**src/verilog/mpcs_pkg.sv**
```systemverilog
// Package for the media pipe command sequencer: command codes, thread
// layout constants, bus map and carrier structs.
// Assumes a single 100 MHz clock domain and a classic Wishbone master.
package mpcs_pkg;

   // ****************************************************************
   // Command codes seen on the command stream
   // ****************************************************************
   typedef enum logic [3:0] {
      MPCS_CMD_FLUSH      = 4'b0000,
      MPCS_CMD_PIPE_CTRL  = 4'b0001,
      MPCS_CMD_REG_LOAD   = 4'b0010,
      MPCS_CMD_SETUP      = 4'b0011,
      MPCS_CMD_PIPE_SEL   = 4'b0100,
      MPCS_CMD_FENCE      = 4'b0101,
      MPCS_CMD_BASE_ADDR  = 4'b0110,
      MPCS_CMD_STATE_PTR  = 4'b0111,
      MPCS_CMD_CS_BUF     = 4'b1000,
      MPCS_CMD_PREFETCH   = 4'b1001,
      MPCS_CMD_SYS_RTN    = 4'b1010,
      MPCS_CMD_CONST_BUF  = 4'b1011,
      MPCS_CMD_PRIMITIVE  = 4'b1100
   } mpcs_cmd_t;

   // Sequence step reached so far
   typedef enum logic [2:0] {
      MPCS_ST_IDLE   = 3'b000,
      MPCS_ST_FLUSH  = 3'b001,
      MPCS_ST_SEL    = 3'b010,
      MPCS_ST_FENCE  = 3'b011,
      MPCS_ST_STATE  = 3'b100,
      MPCS_ST_CONST  = 3'b101,
      MPCS_ST_PRIM   = 3'b110
   } mpcs_step_t;

   // One command from the streamer
   typedef struct packed {
      mpcs_cmd_t   op;
      logic [31:0] arg0;
      logic [31:0] arg1;
   } mpcs_cmd_word_t;

   // Root or child thread request to the thread dispatcher
   typedef struct packed {
      logic        child;
      logic        has_ret;
      logic [15:0] ret_handle;
      logic        const_en;
      logic [15:0] const_handle;
      logic [1:0]  const_slot;
      logic [15:0] tail_handle;
   } mpcs_thread_t;

   // Return buffer write (write-only port)
   typedef struct packed {
      logic [15:0] handle;
      logic [31:0] data;
   } mpcs_rbuf_wr_t;

   localparam int unsigned MPCS_HDL_W = 16;
   localparam logic [1:0] MPCS_SLOT_AFTER_HDR = 2'h1;
   localparam logic [1:0] MPCS_SLOT_NONE = 2'h0;
   localparam logic [15:0] MPCS_HDL_STEP = 16'h0001;
   localparam logic [7:0] MPCS_SPAWNER_SFID = 8'h07;
   localparam logic [31:0] MPCS_VC_DIS_DATA = 32'h1000_0000;
   localparam logic [31:0] MPCS_VC_EN_DATA = 32'h1000_1000;
   localparam logic [31:0] MPCS_VC_REG_OFS = 32'h0000_2124;
   localparam int unsigned MPCS_VC_BIT = 15;

   // ****************************************************************
   // Register map (word aligned byte offsets)
   // ****************************************************************
   localparam logic [7:0] MPCS_A_CTRL = 8'h00;
   localparam logic [7:0] MPCS_A_STATUS = 8'h04;
   localparam logic [7:0] MPCS_A_OBJ_BASE = 8'h08;
   localparam logic [7:0] MPCS_A_OBJ_BOUND = 8'h0C;
   localparam logic [7:0] MPCS_A_ERR_CNT = 8'h10;
   localparam logic [7:0] MPCS_A_TERM_CNT = 8'h14;
   localparam logic [31:0] MPCS_CTRL_RST = 32'h0000_0001;
   localparam int unsigned MPCS_CTRL_CHK_EN = 0;
   localparam int unsigned MPCS_CTRL_ERR_CLR = 1;

endpackage

```
**src/verilog/mpcs_top.sv**
```systemverilog
// Media pipe command sequencer: front-end unit, thread spawner hooks,
// indirect-object window and a command order checker with Wishbone regs.
// Assumes commands arrive one per valid cycle, synchronous to clk_i.
`timescale 1ns/1ps

// Operation
// - Front end only writes return buffer; spawner has no buffer connection.
// - With constant buffer enabled, front end forwards its handle to spawner.
// - A root thread carries at most one return-buffer handle.
// - Payload handle allocated by front end doubles as thread return handle.
// - Root thread constant data lands right after header register.
// - Child thread: split parent handles, insert constants after header register.
// - Spawner takes messages for its own id, never snoops output bus.
// - Base address required first among state; last one wins.
// - Indirect object base and bound govern indirect fetch address.
module mpcs_top
   import mpcs_pkg::*;
(
   // Clock and reset
   input wire logic clk_i,
   input wire logic rst_i,
   // Wishbone slave
   input wire logic wb_cyc_i,
   input wire logic wb_stb_i,
   input wire logic wb_we_i,
   input wire logic [7:0] wb_adr_i,
   input wire logic [3:0] wb_sel_i,
   input wire logic [31:0] wb_dat_i,
   output logic [31:0] wb_dat_o,
   output logic wb_ack_o,
   // Command stream
   input wire logic cmd_valid_i,
   input wire mpcs_pkg::mpcs_cmd_word_t cmd_i,
   // Thread requests (root from front end, child from execution units)
   input wire logic child_req_i,
   input wire logic [15:0] child_hdl_a_i,
   input wire logic [15:0] child_hdl_b_i,
   output mpcs_pkg::mpcs_thread_t thread_o,
   output logic thread_valid_o,
   // Return buffer write port and indirect fetch address
   output mpcs_pkg::mpcs_rbuf_wr_t rbuf_wr_o,
   output logic rbuf_wr_valid_o,
   output logic [31:0] obj_fetch_addr_o,
   output logic obj_fetch_ok_o,
   // Message bus to spawner
   input wire logic msg_valid_i,
   input wire logic [7:0] msg_sfid_i,
   input wire logic msg_term_i,
   // Sequence error flag
   output logic seq_err_o
);
   import mpcs_pkg::*;

   // ****************************************************************
   // Sequence checker
   // ****************************************************************
   mpcs_step_t step_q, step_d;
   logic err_q, err_d;
   logic sel_seen_q, sel_seen_d;
   logic fence_seen_q, fence_seen_d;
   logic base_seen_q, base_seen_d;
   logic [7:0] err_cnt_q, err_cnt_d;
   logic [31:0] ctrl_q, ctrl_d;
   logic wr_ctrl;

   function automatic mpcs_step_t cmd_step(input mpcs_cmd_t op);
      case (op)
         MPCS_CMD_FLUSH, MPCS_CMD_PIPE_CTRL, MPCS_CMD_REG_LOAD: cmd_step = MPCS_ST_FLUSH;
         MPCS_CMD_SETUP, MPCS_CMD_PIPE_SEL: cmd_step = MPCS_ST_SEL;
         MPCS_CMD_FENCE: cmd_step = MPCS_ST_FENCE;
         MPCS_CMD_CONST_BUF: cmd_step = MPCS_ST_CONST;
         MPCS_CMD_PRIMITIVE: cmd_step = MPCS_ST_PRIM;
         default: cmd_step = MPCS_ST_STATE;
      endcase
   endfunction

   function automatic logic is_flush(input mpcs_cmd_t op);
      is_flush = (op == MPCS_CMD_FLUSH) || (op == MPCS_CMD_PIPE_CTRL);
   endfunction

   // Step tracking; base address may float before earlier steps
   always_comb
   begin
      logic bad;
      mpcs_step_t s;
      bad = 1'b0;
      s = cmd_step(cmd_i.op);
      step_d = step_q;
      sel_seen_d = sel_seen_q;
      fence_seen_d = fence_seen_q;
      base_seen_d = base_seen_q;
      if (cmd_valid_i)
      begin
         if (is_flush(cmd_i.op))
         begin
            step_d = MPCS_ST_FLUSH;
            base_seen_d = base_seen_q;
         end
         else if (cmd_i.op == MPCS_CMD_BASE_ADDR)
         begin
            base_seen_d = 1'b1;
            if (step_q == MPCS_ST_PRIM || step_q == MPCS_ST_CONST || step_q == MPCS_ST_IDLE)
               bad = 1'b1;
         end
         else
         begin
            // Going back to an earlier step, or skipping the flush, is an error
            if (step_q == MPCS_ST_IDLE || s < step_q)
               bad = 1'b1;
            if (s == MPCS_ST_STATE && !base_seen_q)
               bad = 1'b1;
            if (cmd_i.op == MPCS_CMD_PIPE_SEL && !sel_seen_q && (!fence_seen_q || !base_seen_q))
               bad = 1'b1;
            if (cmd_i.op == MPCS_CMD_FENCE && step_q == MPCS_ST_FENCE)
               bad = 1'b1;
            if (cmd_i.op == MPCS_CMD_CONST_BUF && step_q == MPCS_ST_CONST)
               bad = 1'b1;
            if (s != MPCS_ST_FENCE && step_q == MPCS_ST_SEL && cmd_i.op != MPCS_CMD_PIPE_SEL
                && cmd_i.op != MPCS_CMD_SETUP)
               bad = 1'b1;
            if (cmd_i.op == MPCS_CMD_CS_BUF && cmd_i.arg0 != 32'h0000_0001
                && cmd_i.arg0 != 32'h0000_0000)
               bad = 1'b1;
            if (cmd_i.op == MPCS_CMD_PIPE_SEL)
               sel_seen_d = 1'b1;
            if (cmd_i.op == MPCS_CMD_FENCE)
               fence_seen_d = 1'b1;
            if (!bad)
               step_d = s;
         end
      end
      bad = bad & ctrl_q[MPCS_CTRL_CHK_EN];
      // A new error wins over a software clear in the same cycle
      err_d = bad | (err_q & ~(wr_ctrl & wb_dat_i[MPCS_CTRL_ERR_CLR]));
      err_cnt_d = err_cnt_q + {7'h00, bad};
   end

   // ****************************************************************
   // Front end: handles, constant buffer, return-buffer writes
   // ****************************************************************
   logic [15:0] hdl_next_q, hdl_next_d;
   logic [15:0] const_hdl_q, const_hdl_d;
   logic const_en_q, const_en_d;
   logic [31:0] obj_base_q, obj_base_d, obj_bound_q, obj_bound_d;
   mpcs_thread_t thr_q, thr_d;
   logic thr_v_q, thr_v_d;
   mpcs_rbuf_wr_t rbw_q, rbw_d;
   logic rbw_v_q, rbw_v_d;
   logic [31:0] fetch_q, fetch_d;
   logic fetch_ok_q, fetch_ok_d;
   logic [15:0] term_cnt_q, term_cnt_d;

   always_comb
   begin
      hdl_next_d = hdl_next_q;
      const_hdl_d = const_hdl_q;
      const_en_d = const_en_q;
      obj_base_d = obj_base_q;
      obj_bound_d = obj_bound_q;
      thr_d = thr_q;
      thr_v_d = 1'b0;
      rbw_d = rbw_q;
      rbw_v_d = 1'b0;
      fetch_d = fetch_q;
      fetch_ok_d = fetch_ok_q;
      term_cnt_d = term_cnt_q;
      if (cmd_valid_i && cmd_i.op == MPCS_CMD_CONST_BUF)
      begin
         const_en_d = cmd_i.arg0[0];
         const_hdl_d = cmd_i.arg1[15:0];
      end
      if (cmd_valid_i && cmd_i.op == MPCS_CMD_BASE_ADDR)
      begin
         obj_base_d = cmd_i.arg0; // last one wins
         obj_bound_d = cmd_i.arg1;
      end
      if (child_req_i)
      begin
         // Child: split parent handles and slot constants after header
         thr_d.child = 1'b1;
         thr_d.has_ret = 1'b0;
         thr_d.ret_handle = child_hdl_a_i;
         thr_d.tail_handle = child_hdl_b_i;
         thr_d.const_en = const_en_q;
         thr_d.const_handle = const_hdl_q;
         thr_d.const_slot = const_en_q ? MPCS_SLOT_AFTER_HDR : MPCS_SLOT_NONE;
         thr_v_d = 1'b1;
      end
      else if (cmd_valid_i && cmd_i.op == MPCS_CMD_PRIMITIVE)
      begin
         // Root: one handle, serving as payload and return handle
         thr_d.child = 1'b0;
         thr_d.has_ret = 1'b1;
         thr_d.ret_handle = hdl_next_q;
         thr_d.tail_handle = hdl_next_q;
         thr_d.const_en = const_en_q;
         thr_d.const_handle = const_hdl_q;
         thr_d.const_slot = const_en_q ? MPCS_SLOT_AFTER_HDR : MPCS_SLOT_NONE;
         thr_v_d = 1'b1;
         rbw_d.handle = hdl_next_q; // write only, no read path
         rbw_d.data = cmd_i.arg0;
         rbw_v_d = 1'b1;
         hdl_next_d = hdl_next_q + MPCS_HDL_STEP;
         fetch_d = obj_base_q + cmd_i.arg1;
         fetch_ok_d = (obj_base_q + cmd_i.arg1) < obj_bound_q;
      end
      // Spawner listens only to its own id; output bus is not observed
      if (msg_valid_i && msg_sfid_i == MPCS_SPAWNER_SFID && msg_term_i)
         term_cnt_d = term_cnt_q + MPCS_HDL_STEP;
   end

   // ****************************************************************
   // Wishbone slave, one-wait-state ack
   // ****************************************************************
   logic ack_q, ack_d;
   logic [31:0] rdat_q, rdat_d;
   assign wr_ctrl = wb_cyc_i & wb_stb_i & wb_we_i & ~ack_q & (wb_adr_i == MPCS_A_CTRL);

   always_comb
   begin
      ack_d = wb_cyc_i & wb_stb_i & ~ack_q;
      ctrl_d = ctrl_q;
      if (wr_ctrl && wb_sel_i[0])
         ctrl_d = {31'h0000_0000, wb_dat_i[MPCS_CTRL_CHK_EN]};
      case (wb_adr_i)
         MPCS_A_CTRL: rdat_d = ctrl_q;
         MPCS_A_STATUS: rdat_d = {25'h000_0000, err_q, 3'h0, step_q};
         MPCS_A_OBJ_BASE: rdat_d = obj_base_q;
         MPCS_A_OBJ_BOUND: rdat_d = obj_bound_q;
         MPCS_A_ERR_CNT: rdat_d = {24'h00_0000, err_cnt_q};
         MPCS_A_TERM_CNT: rdat_d = {16'h0000, term_cnt_q};
         default: rdat_d = 32'h0000_0000;
      endcase
   end

   // All state registers
   always_ff @(posedge clk_i)
   begin
      if (rst_i)
      begin
         step_q <= MPCS_ST_IDLE;
         err_q <= 1'b0;
         sel_seen_q <= 1'b0;
         fence_seen_q <= 1'b0;
         base_seen_q <= 1'b0;
         err_cnt_q <= 8'h00;
         ctrl_q <= MPCS_CTRL_RST;
         hdl_next_q <= 16'h0000;
         const_hdl_q <= 16'h0000;
         const_en_q <= 1'b0;
         obj_base_q <= 32'h0000_0000;
         obj_bound_q <= 32'h0000_0000;
         thr_q <= '0;
         thr_v_q <= 1'b0;
         rbw_q <= '0;
         rbw_v_q <= 1'b0;
         fetch_q <= 32'h0000_0000;
         fetch_ok_q <= 1'b0;
         term_cnt_q <= 16'h0000;
         ack_q <= 1'b0;
         rdat_q <= 32'h0000_0000;
      end
      else
      begin
         step_q <= step_d;
         err_q <= err_d;
         sel_seen_q <= sel_seen_d;
         fence_seen_q <= fence_seen_d;
         base_seen_q <= base_seen_d;
         err_cnt_q <= err_cnt_d;
         ctrl_q <= ctrl_d;
         hdl_next_q <= hdl_next_d;
         const_hdl_q <= const_hdl_d;
         const_en_q <= const_en_d;
         obj_base_q <= obj_base_d;
         obj_bound_q <= obj_bound_d;
         thr_q <= thr_d;
         thr_v_q <= thr_v_d;
         rbw_q <= rbw_d;
         rbw_v_q <= rbw_v_d;
         fetch_q <= fetch_d;
         fetch_ok_q <= fetch_ok_d;
         term_cnt_q <= term_cnt_d;
         ack_q <= ack_d;
         rdat_q <= rdat_d;
      end
   end

   // Outputs straight from flops
   assign wb_ack_o = ack_q;
   assign wb_dat_o = rdat_q;
   assign thread_o = thr_q;
   assign thread_valid_o = thr_v_q;
   assign rbuf_wr_o = rbw_q;
   assign rbuf_wr_valid_o = rbw_v_q;
   assign obj_fetch_addr_o = fetch_q;
   assign obj_fetch_ok_o = fetch_ok_q;
   assign seq_err_o = err_q;

endmodule

```
**config.mk**
```make
export PLATFORM = sky130hd
export DESIGN_NAME = mpcs_top
export DESIGN_NICKNAME = d
export VERILOG_FILES = /design/src/verilog/mpcs_pkg.sv /design/src/verilog/mpcs_top.sv
export SDC_FILE = /design/constraint.sdc
export NUM_CORES = 1
export LEC_CHECK = 0
export ABC_AREA = 1
export BUFFER_PORTS_ARGS = -buffer_cell sky130_fd_sc_hd__buf_2
export CAP_MARGIN = 25
export CORE_ASPECT_RATIO = 1.25
export CORE_MARGIN = 2
export CORE_UTILIZATION = 35
export CTS_CLUSTER_DIAMETER = 150
export DETAILED_ROUTE_END_ITERATION = 10
export PLACE_DENSITY = 0.59
export RECOVER_POWER = 25
export SLEW_MARGIN = 15
export SYNTH_ARGS = -nofsm -noshare
export SYNTH_HDL_FRONTEND = slang
export SYNTH_SLANG_ARGS = --single-unit
```
**constraint.sdc**
```tcl
create_clock -name clk_i -period 4 [get_ports clk_i]
set_input_delay 0 -clock clk_i [delete_from_list [all_inputs] [get_ports clk_i]]
set_output_delay 0 -clock clk_i [all_outputs]
set_load 0.01 [all_outputs]
```
# Word level (Yosys, flattened, before mapping)
# Memories as Yosys holds them, arrays and structs flattened.
# Index checks and enable logic that the tools add are counted.
# Widths: inputs -> output; s select.
totals:
  ff_bits: 298
  romBits: 48
  input_bits: 161
  output_inout_bits: 170
  word_cells: 131
  n_memories: 1
classes:
  addsub: 4
  magnitude_cmp: 2
  eq_ne: 24
  muxes: 23
  bitwise_logic: 14
  reduce_logical: 35
mem_list:
  columns: ["name", "words", "word_bits", "read_ports", "rd_ports_with_merged_regs", "wr", "line_no", "rtl"]
  rows:
  - ["(name not given)", 16, 3, 1, 0, 0, "mpcs_top.sv:67", "case (op)"]
op_table:
  columns: ["op", "n"]
  rows:
  - ["$pmux 32 s6", 1]
  - ["$mux 53", 2]
  - ["$add 16x1->16 const B", 2]
  - ["$add 32x32->32", 1]
  - ["$lt 32x32->1", 1]
  - ["$ne 32x1->1 const B", 1]
  - ["$reduce_bool 32->1", 1]
  - ["$mux 1", 17]
  - ["$eq 8x3->1 const B", 2]
  - ["$eq 8x4->1 const B", 2]
  - ["$eq 8x5->1 const B", 2]
  - ["$logic_and 1x1->1", 16]
  - ["$eq 4x3->1 const B", 3]
  - ["$eq 4x4->1 const B", 3]
  - ["$eq 3x3->1 const B", 3]
  - ["$mux 3", 3]
  - ["$add 8x1->8", 1]
  - ["$and 1x1->1", 8]
  - ["$logic_not 8->1", 1]
  - ["$reduce_and 4->1", 2]
  - ["$eq 3x2->1 const B", 2]
  - ["$reduce_and 3->1", 2]
  - ["$logic_or 1x1->1", 5]
  - ["$not 1->1", 5]
  - ["13 further kinds", 16]

# Logic depth before layout (Yosys ltp)
# Gate-level depths: netlist of run 1.
# An unclocked memory read counts as a cell.
depth:
  depth_word: 18
  mapped_depth: 21

# Least setup slack after synthesis of run 1
# OpenSTA, ideal clock, no wires.
synth_path:
  path_kind: "register to register"
  start: "register obj_base_q[0]"
  end: "register fetch_ok_q, in the netlist obj_fetch_ok_o"
  arrival_time_ps: 2909
  slack_ps: 978
  path_stages_with_launch: 20
  period_less_slack_ps: 3022
  path_cell_list: "dfxtp_1 -> ha_1 -> inv_1 -> fa_1 -> o21ai_2 -> nand2_1 -> nand2_1 -> nand2_1 -> nand2_1 -> nand3_1 -> nand2_1 -> nand2_1 -> and2_1 -> ha_1 -> nand2_1 -> or4_1 -> nor3_1 -> nand2_1 -> nand2_1 -> nand2_1"
synth_via:
  elab_chain_len: 2
synth_lines:
  columns: ["element", "line_no", "rtl"]
  rows:
  - ["start, declared", "mpcs_top.sv:144", "logic [31:0] obj_base_q, obj_base_d, obj_bound_q, obj_bound_d;"]
  - ["start signal, assigned", "mpcs_top.sv:275", "obj_base_q <= obj_base_d;"]
  - ["$add 32x32->32", "mpcs_top.sv:205", "fetch_ok_d = (obj_base_q + cmd_i.arg1) < obj_bound_q;"]
  - ["$lt 32x32->1", "mpcs_top.sv:205", null]
  - ["end signal, assigned", "mpcs_top.sv:282", "fetch_ok_q <= fetch_ok_d;"]
  - ["end, declared", "mpcs_top.sv:150", "logic fetch_ok_q, fetch_ok_d;"]
# Every way passes these cells.
# A chain may end at the register's enable or synchronous reset.

# Worst setup path in the final report of run 1
# Ends and elaborated chain as after synthesis.

==> flow_summary.ini, run 1 <==
[status]
status = complete, no violations

[synthesis]
synth-seq-cells = 296
synth_cell_types = 51
synth.top_cells.by_count = nand2_1 (440), dfxtp_1 (296), inv_1 (270)
synth-edff-count = 0
syn_inst = 1982
dominantRegCellSynth = dfxtp_1
synth.most_common_cell = nand2_1
yosysSeqAreaShare = 0.415
yosysWarnings = 0
synth.largest_area_cell = dfxtp_1
synth_nets = 2212
synth_top_area_frac = 0.415
async_reset_ff_frac = 0
avgSynthCellArea_um2 = 7.21
syn_area_um2 = 14300
synth.area.top_cells = dfxtp_1 (41%), nand2_1 (12%), inv_1 (7.1%), a21oi_1 (7.1%), o21ai_0 (6.3%)

[pwr]
clkPwrFrac = 0.463
comb_power_share = 0.101
total_power_mw = 6.96
seqPwrFrac = 0.437
internal-power_mw = 5.20
switching_power_mw = 1.76
sw_frac_of_total = 0.253
power.leakage_nw = 8.15
pwr_density_cell_nw_per_um2 = 378
vdd_ir_drop_max_uv = 266

[clock_network]
tritoncts = built
postCtsSetupRepairBufs = 0
clkSlewWorstSetupHoldPaths_ns = 0.06
clk_path_buf_depth = 3
holdBufCountCts = 116
worst_skew_pair.late_latency_ns = 0.54
clkSinkCount = 296
ctsResizeCount = 0
cts_buffers = 34
htree_levels = 2
cts-root-buf = clkbuf_16

[sta]
slew_violations = 0
min_period_ns = 3.51
min_period_over_period = 0.879
worst_pin_slew_ns = 0.877
finalHoldViolations = 0
tns_ns = 0
rsz0062_at_grt = false
timing.fmax_mhz = 285
setup_viol = 0
slew_headroom = 0.414
skew_ns = 0.0242

[floorplanning]
fp.coreArea_um2 = 40200
die-width_um = 185
initial_core_util = 0.355
die_y_um = 230
rows = 82
die-area_um2 = 42500
ios = 331

[setup_path]
endpoint_kind = flop
r2r-end = obj_fetch_ok_o$_SDFFE_PP0P_
cpPeakStageDelay_ns = 0.57
path_buf_inv = 1
reg2reg_depth = 19
cp_data_arrival_time_ns = 3.95
crit_chain = ha_1, inv_1, fa_1, o21ai_2, nand2_1, nand2_1, nand2_1, nand2_1, nand3_1, nand2_1, nand2_1, and2_1, ha_1, nand2_1, or4_1, nor3_1, nand2_1, nand2_1, nand2_1
critPathKind = flop to flop
r2r_slack_ns = 0.49
path_common_cell = nand2_1
critical_path.slowest_cell = or4_1
start_kind = flop
r2r_start = obj_base_q[0]$_SDFFE_PP0P_
critPathRequiredTime_ns = 4.43
critPathTopFamily = simple AND/OR/NAND/NOR gates
cp_max_fo = 4

[drt]
vias = 14300
routed_wirelength_um = 50500
drc = 0
antenna_left = 0
drt_iter0_drc = 691
dr.pass1.iters = 5
drt-vias-per-instance = 4.88
wl_per_cell_um = 17.2

[final_layout]
syn2layout_area_growth_pct = 28.7
fillers = 4122
drive_gt1_frac = 0.115
layout.nets = 2593

[placed_design]
numPortBuffers = 296
place_hpwl_um = 37900
gp_congestion = 0.920

[run]
cap_violations = 0

[grt]
globalRouteOverflowTotal = 0
grt_max_degree = 85
antenna_found_initial = 1
grt_pass1_vias = 14000
grt_pass1_wl_um = 76200
grt.total_usage = 0.231

[min_path]
hold_path_depth = 4
hold_start = msg_sfid_i[5]
hp-class = input port to flop
min_to = term_cnt_q[0]$_SDFFE_PP0P_
[worst reg2reg max path, cell delays in order, from the launching register on]
cell,delay (ns)
dfxtp_1,0.34
ha_1,0.20
inv_1,0.07
fa_1,0.43
o21ai_2,0.31
nand2_1,0.08
nand2_1,0.14
nand2_1,0.07
nand2_1,0.13
nand3_1,0.12
nand2_1,0.08
nand2_1,0.04
and2_1,0.15
ha_1,0.29
nand2_1,0.07
or4_1,0.57
nor3_1,0.17
nand2_1,0.08
nand2_1,0.07
nand2_1,0.04
[layer usage]
layer | global-route usage | wire length, um | part of all wire | vias to the layer above
li1 | - | - | - | 7248
met1 | 0.259 | 20300 | 0.40 | 6473
met2 | 0.407 | 24100 | 0.48 | 502
met3 | 0.0529 | 3460 | 0.069 | 105
met4 | 0.119 | 2680 | 0.053 | 0
met5 | 0 | 0 | 0 | -
[flip-flops by register name (all words and copies together), names as in the netlist]
signal,flops
seq_err_o,1
hdl_next_q,16
const_hdl_q,16
base_seen_q,1
obj_fetch_ok_o,1
sel_seen_q,1
obj_base_q,32
const_en_q,1
obj_bound_q,32
fence_seen_q,1
obj_fetch_addr_o,32
err_cnt_q,8
term_cnt_q,16
thread_valid_o,1
rbuf_wr_valid_o,1
rbuf_wr_o,48
thread_o,51
wb_ack_o,1
wb_dat_o,32
ctrl_q,1
step_q,3
[cell usage in the layout (no fill, tap or decap), types with 35 or more instances in the layout]
cell type	count
a21oi_1	202
buf_2	180
clkbuf_1	122
dfxtp_1	296
dlygate4sd3_1	116
ha_1	68
inv_1	269
nand2_1	440
nand3_1	116
nor2_1	128
nor3_1	35
o21ai_0	179
[power by group through the flow]
stage          registers [mW]  clock network (mW)  logic [mW]
2_1_floorplan            3.11                   0       0.350
3_3_place_gp             3.10                   0       0.612
3_5_place_dp             3.10                   0       0.621
4_1_cts                  3.04                3.30       0.706
5_1_grt                  3.04                3.40       0.783
6_report                 3.04                3.22       0.700
[how the worst max path moves through the flow]
stage,cells past startpoint,to,start,slack (ns)
floorplan,19,obj_fetch_ok_o$_SDFFE_PP0P_,obj_base_q[0]$_SDFFE_PP0P_,0.98
global placement,19,obj_fetch_ok_o$_SDFFE_PP0P_,obj_base_q[0]$_SDFFE_PP0P_,0.50
detailed placement,19,obj_fetch_ok_o$_SDFFE_PP0P_,obj_base_q[0]$_SDFFE_PP0P_,0.53
CTS,19,obj_fetch_ok_o$_SDFFE_PP0P_,obj_base_q[0]$_SDFFE_PP0P_,0.51
global route,19,obj_fetch_ok_o$_SDFFE_PP0P_,obj_base_q[0]$_SDFFE_PP0P_,0.22
finish,19,obj_fetch_ok_o$_SDFFE_PP0P_,obj_base_q[0]$_SDFFE_PP0P_,0.49
[cell type report]
cell class / count / area [um^2] / share of cell area
multi-input cells: 1332 / 6990 / 0.380
flip-flops and latches: 296 / 5930 / 0.322
repair buffers: 424 / 2600 / 0.141
inverters: 275 / 1030 / 0.0562
clock buffers: 44 / 928 / 0.0505
well taps: 546 / 683 / 0.0371
clock inverters: 18 / 224 / 0.0122
diodes: 1 / 2.50 / 0.000136
[stage by stage]
step,worst slack [ns],hold WS [ns],instance area [um^2],utilization,std cells
after floorplan,0.978,0.126,14300,-,1982
after global placement,0.503,0.260,16200,0.403,2757
after detailed placement,0.534,0.263,16200,0.403,2757
after CTS,0.509,0.0230,18500,0.461,2935
after global routing,0.225,0.0573,18400,0.457,2936
final,0.486,0.0278,18400,0.457,2936
[logic make-up (layout without fill, tap and decap cells)]
| group | after synthesis | count (layout) | synth area share |
|---|---|---|---|
| AND/OR/NAND/NOR | 778 | 778 | 0.236 |
| adder cells (fa/ha/maj) | 69 | 69 | 0.0609 |
| other | 1 | 2 | 0.000262 |
| flip-flops | 296 | 296 | 0.415 |
| buffers and inverters | 354 | 761 | 0.0965 |
| AO/OA/AOI/OAI | 457 | 457 | 0.175 |
| XOR/XNOR | 27 | 27 | 0.0165 |
Power figures use the tool's default switching activity.
==> run 2: changes to the inputs <==
--- a/config.mk
+++ b/config.mk
@@ -11,6 +11,7 @@
 export CORE_ASPECT_RATIO = 1.25
 export CORE_MARGIN = 2
 export CORE_UTILIZATION = 35
+export CTS_BUF_LIST = sky130_fd_sc_hd__clkbuf_4 sky130_fd_sc_hd__clkbuf_8
 export CTS_CLUSTER_DIAMETER = 150
 export DETAILED_ROUTE_END_ITERATION = 10
 export PLACE_DENSITY = 0.59
==> flow_summary.ini, run 2 (synthesized netlist as in run 1, its figures left out) <==
[pwr]
pwr_density_cell_nw_per_um2 = 363
power.leakage_nw = 8.22
sw_frac_of_total = 0.260
vdd_ir_drop_max_uv = 240
internal-power_mw = 4.97
clkPwrFrac = 0.442
switching_power_mw = 1.74
comb_power_share = 0.105
seqPwrFrac = 0.453

[grt]
grt_max_degree = 85
grt_pass1_vias = 14200
antenna_found_initial = 1
globalRouteOverflowTotal = 0
grt.total_usage = 0.233
grt_pass1_wl_um = 77000

[setup_path]
r2r-end = obj_fetch_ok_o$_SDFFE_PP0P_
critPathKind = flop to flop
critPathTopFamily = simple AND/OR/NAND/NOR gates
critical_path.slowest_cell = or4_1
path_buf_inv = 1
crit_chain = ha_1, inv_1, fa_1, o21ai_2, nand2_1, nand2_1, nand2_1, nand2_1, nand3_1, nand2_1, nand2_1, and2_1, ha_1, nand2_1, or4_1, nor3_1, nand2_1, nand2_1, nand2_1
critPathRequiredTime_ns = 4.50
cp_data_arrival_time_ns = 4.00
start_kind = flop
cpPeakStageDelay_ns = 0.57
endpoint_kind = flop
cp_max_fo = 4
r2r_slack_ns = 0.50
reg2reg_depth = 19
path_common_cell = nand2_1
r2r_start = obj_base_q[0]$_SDFFE_PP0P_

[floorplanning]
die-area_um2 = 42500
fp.coreArea_um2 = 40200
initial_core_util = 0.355
ios = 331
die_y_um = 230
rows = 82
die-width_um = 185

[sta]
slew_headroom = 0.402
min_period_ns = 3.50
tns_ns = 0
layout_setup_ws_ns = 0.504
skew_ns = 0.0509
worst_pin_slew_ns = 0.894
setup_viol = 0
timing.fmax_mhz = 286
min_period_over_period = 0.874
slew_violations = 0
finalHoldViolations = 0
rsz0062_at_grt = false

[final_layout]
fillers = 4100
layout.nets = 2622
largest_register_ffs = 51
final_area_um2 = 18500
syn2layout_area_growth_pct = 29.4
final_cell_mix = nand2_1 (440), dfxtp_1 (296), inv_1 (269)
final_common_cell = nand2_1
drive_gt1_frac = 0.127

[placed_design]
gp_congestion = 0.920
place_hpwl_um = 37900
placedInstanceArea_um2 = 16200
numPortBuffers = 296
place_ws_ns = 0.534

[clock_network]
tritoncts = built
clkSinkCount = 296
cts_buffers = 49
ctsResizeCount = 0
clkSlewWorstSetupHoldPaths_ns = 0.06
clk_path_buf_depth = 3
postCtsSetupRepairBufs = 0
htree_levels = 2
holdBufCountCts = 130
worst_skew_pair.late_latency_ns = 0.62
cts-root-buf = clkbuf_8

[min_path]
hold_path_depth = 5
hold_start = msg_sfid_i[7]
hp-class = input port to flop
min_to = term_cnt_q[13]$_SDFFE_PP0P_

[drt]
vias = 14500
routed_wirelength_um = 51000
drt-vias-per-instance = 4.86
drc = 0
wl_per_cell_um = 17.1
antenna_left = 0
dr.pass1.iters = 6
drt_iter0_drc = 668

[run]
cap_violations = 0

[status]
status = complete, no violations
[run 2: cell count changes in the layout (fill, tap and decap cells not counted)]
cell and change:
clkbuf_4 +8, inv_6 -4, dlygate4sd3_1 +14, clkinv_2 +4, bufinv_16 -2, clkbuf_1 -6
clkbuf_16 -34, clkbuf_8 +62
[run 2: worst min-delay path, cell delays in order]
cell and delay (ns):
buf_2 0.09, nor4_1 0.04, nand4_1 0.23, nand2_1 0.08, a21oi_1 0.12
[run 2: how the worst max path moves through the flow]
stage,from,to,slack [ns],cells past startpoint
2_1_floorplan,obj_base_q[0]$_SDFFE_PP0P_,obj_fetch_ok_o$_SDFFE_PP0P_,0.98,19
3_3_place_gp,obj_base_q[0]$_SDFFE_PP0P_,obj_fetch_ok_o$_SDFFE_PP0P_,0.50,19
3_5_place_dp,obj_base_q[0]$_SDFFE_PP0P_,obj_fetch_ok_o$_SDFFE_PP0P_,0.53,19
4_1_cts,obj_base_q[0]$_SDFFE_PP0P_,obj_fetch_ok_o$_SDFFE_PP0P_,0.53,19
5_1_grt,obj_base_q[0]$_SDFFE_PP0P_,obj_fetch_ok_o$_SDFFE_PP0P_,0.25,19
6_report,obj_base_q[0]$_SDFFE_PP0P_,obj_fetch_ok_o$_SDFFE_PP0P_,0.50,19
[run 2: power groups by stage]
| stage | logic, mW | clock network, mW | registers, mW |
|---|---|---|---|
| after floorplan | 0.350 | 0 | 3.11 |
| after global placement | 0.612 | 0 | 3.10 |
| after detailed placement | 0.621 | 0 | 3.10 |
| after CTS | 0.710 | 3.06 | 3.04 |
| after global routing | 0.787 | 3.17 | 3.04 |
| final | 0.705 | 2.97 | 3.04 |
[run 2: layout make-up]
| cell class | instances | area, um^2 | share of cell area |
|---|---|---|---|
| Tap cell | 546 | 683 | 0.0369 |
| Clock buffer | 74 | 968 | 0.0524 |
| Multi-Input combinational cell | 1332 | 6990 | 0.378 |
| Antenna cell | 1 | 2.50 | 0.000135 |
| Timing Repair Buffer | 438 | 2740 | 0.148 |
| Clock inverter | 16 | 149 | 0.00805 |
| Sequential cell | 296 | 5930 | 0.320 |
| Inverter | 275 | 1030 | 0.0559 |
[run 2: per-layer routing]
layer  track usage  part of all wire
met5             0                 0
met1         0.260              0.40
met4         0.124             0.054
met2         0.410              0.48
met3        0.0527             0.066
[run 2: per-stage QoR]
stage	hold slack [ns]	std cells	total power, mW	utilization
6_report	0.0167	2978	6.71	0.460
5_1_grt	0.0892	2978	6.99	0.460
4_1_cts	0.00365	2977	6.80	0.463
3_5_place_dp	0.263	2757	3.72	0.403
3_3_place_gp	0.260	2757	3.71	0.403
2_1_floorplan	0.126	1982	3.46	-
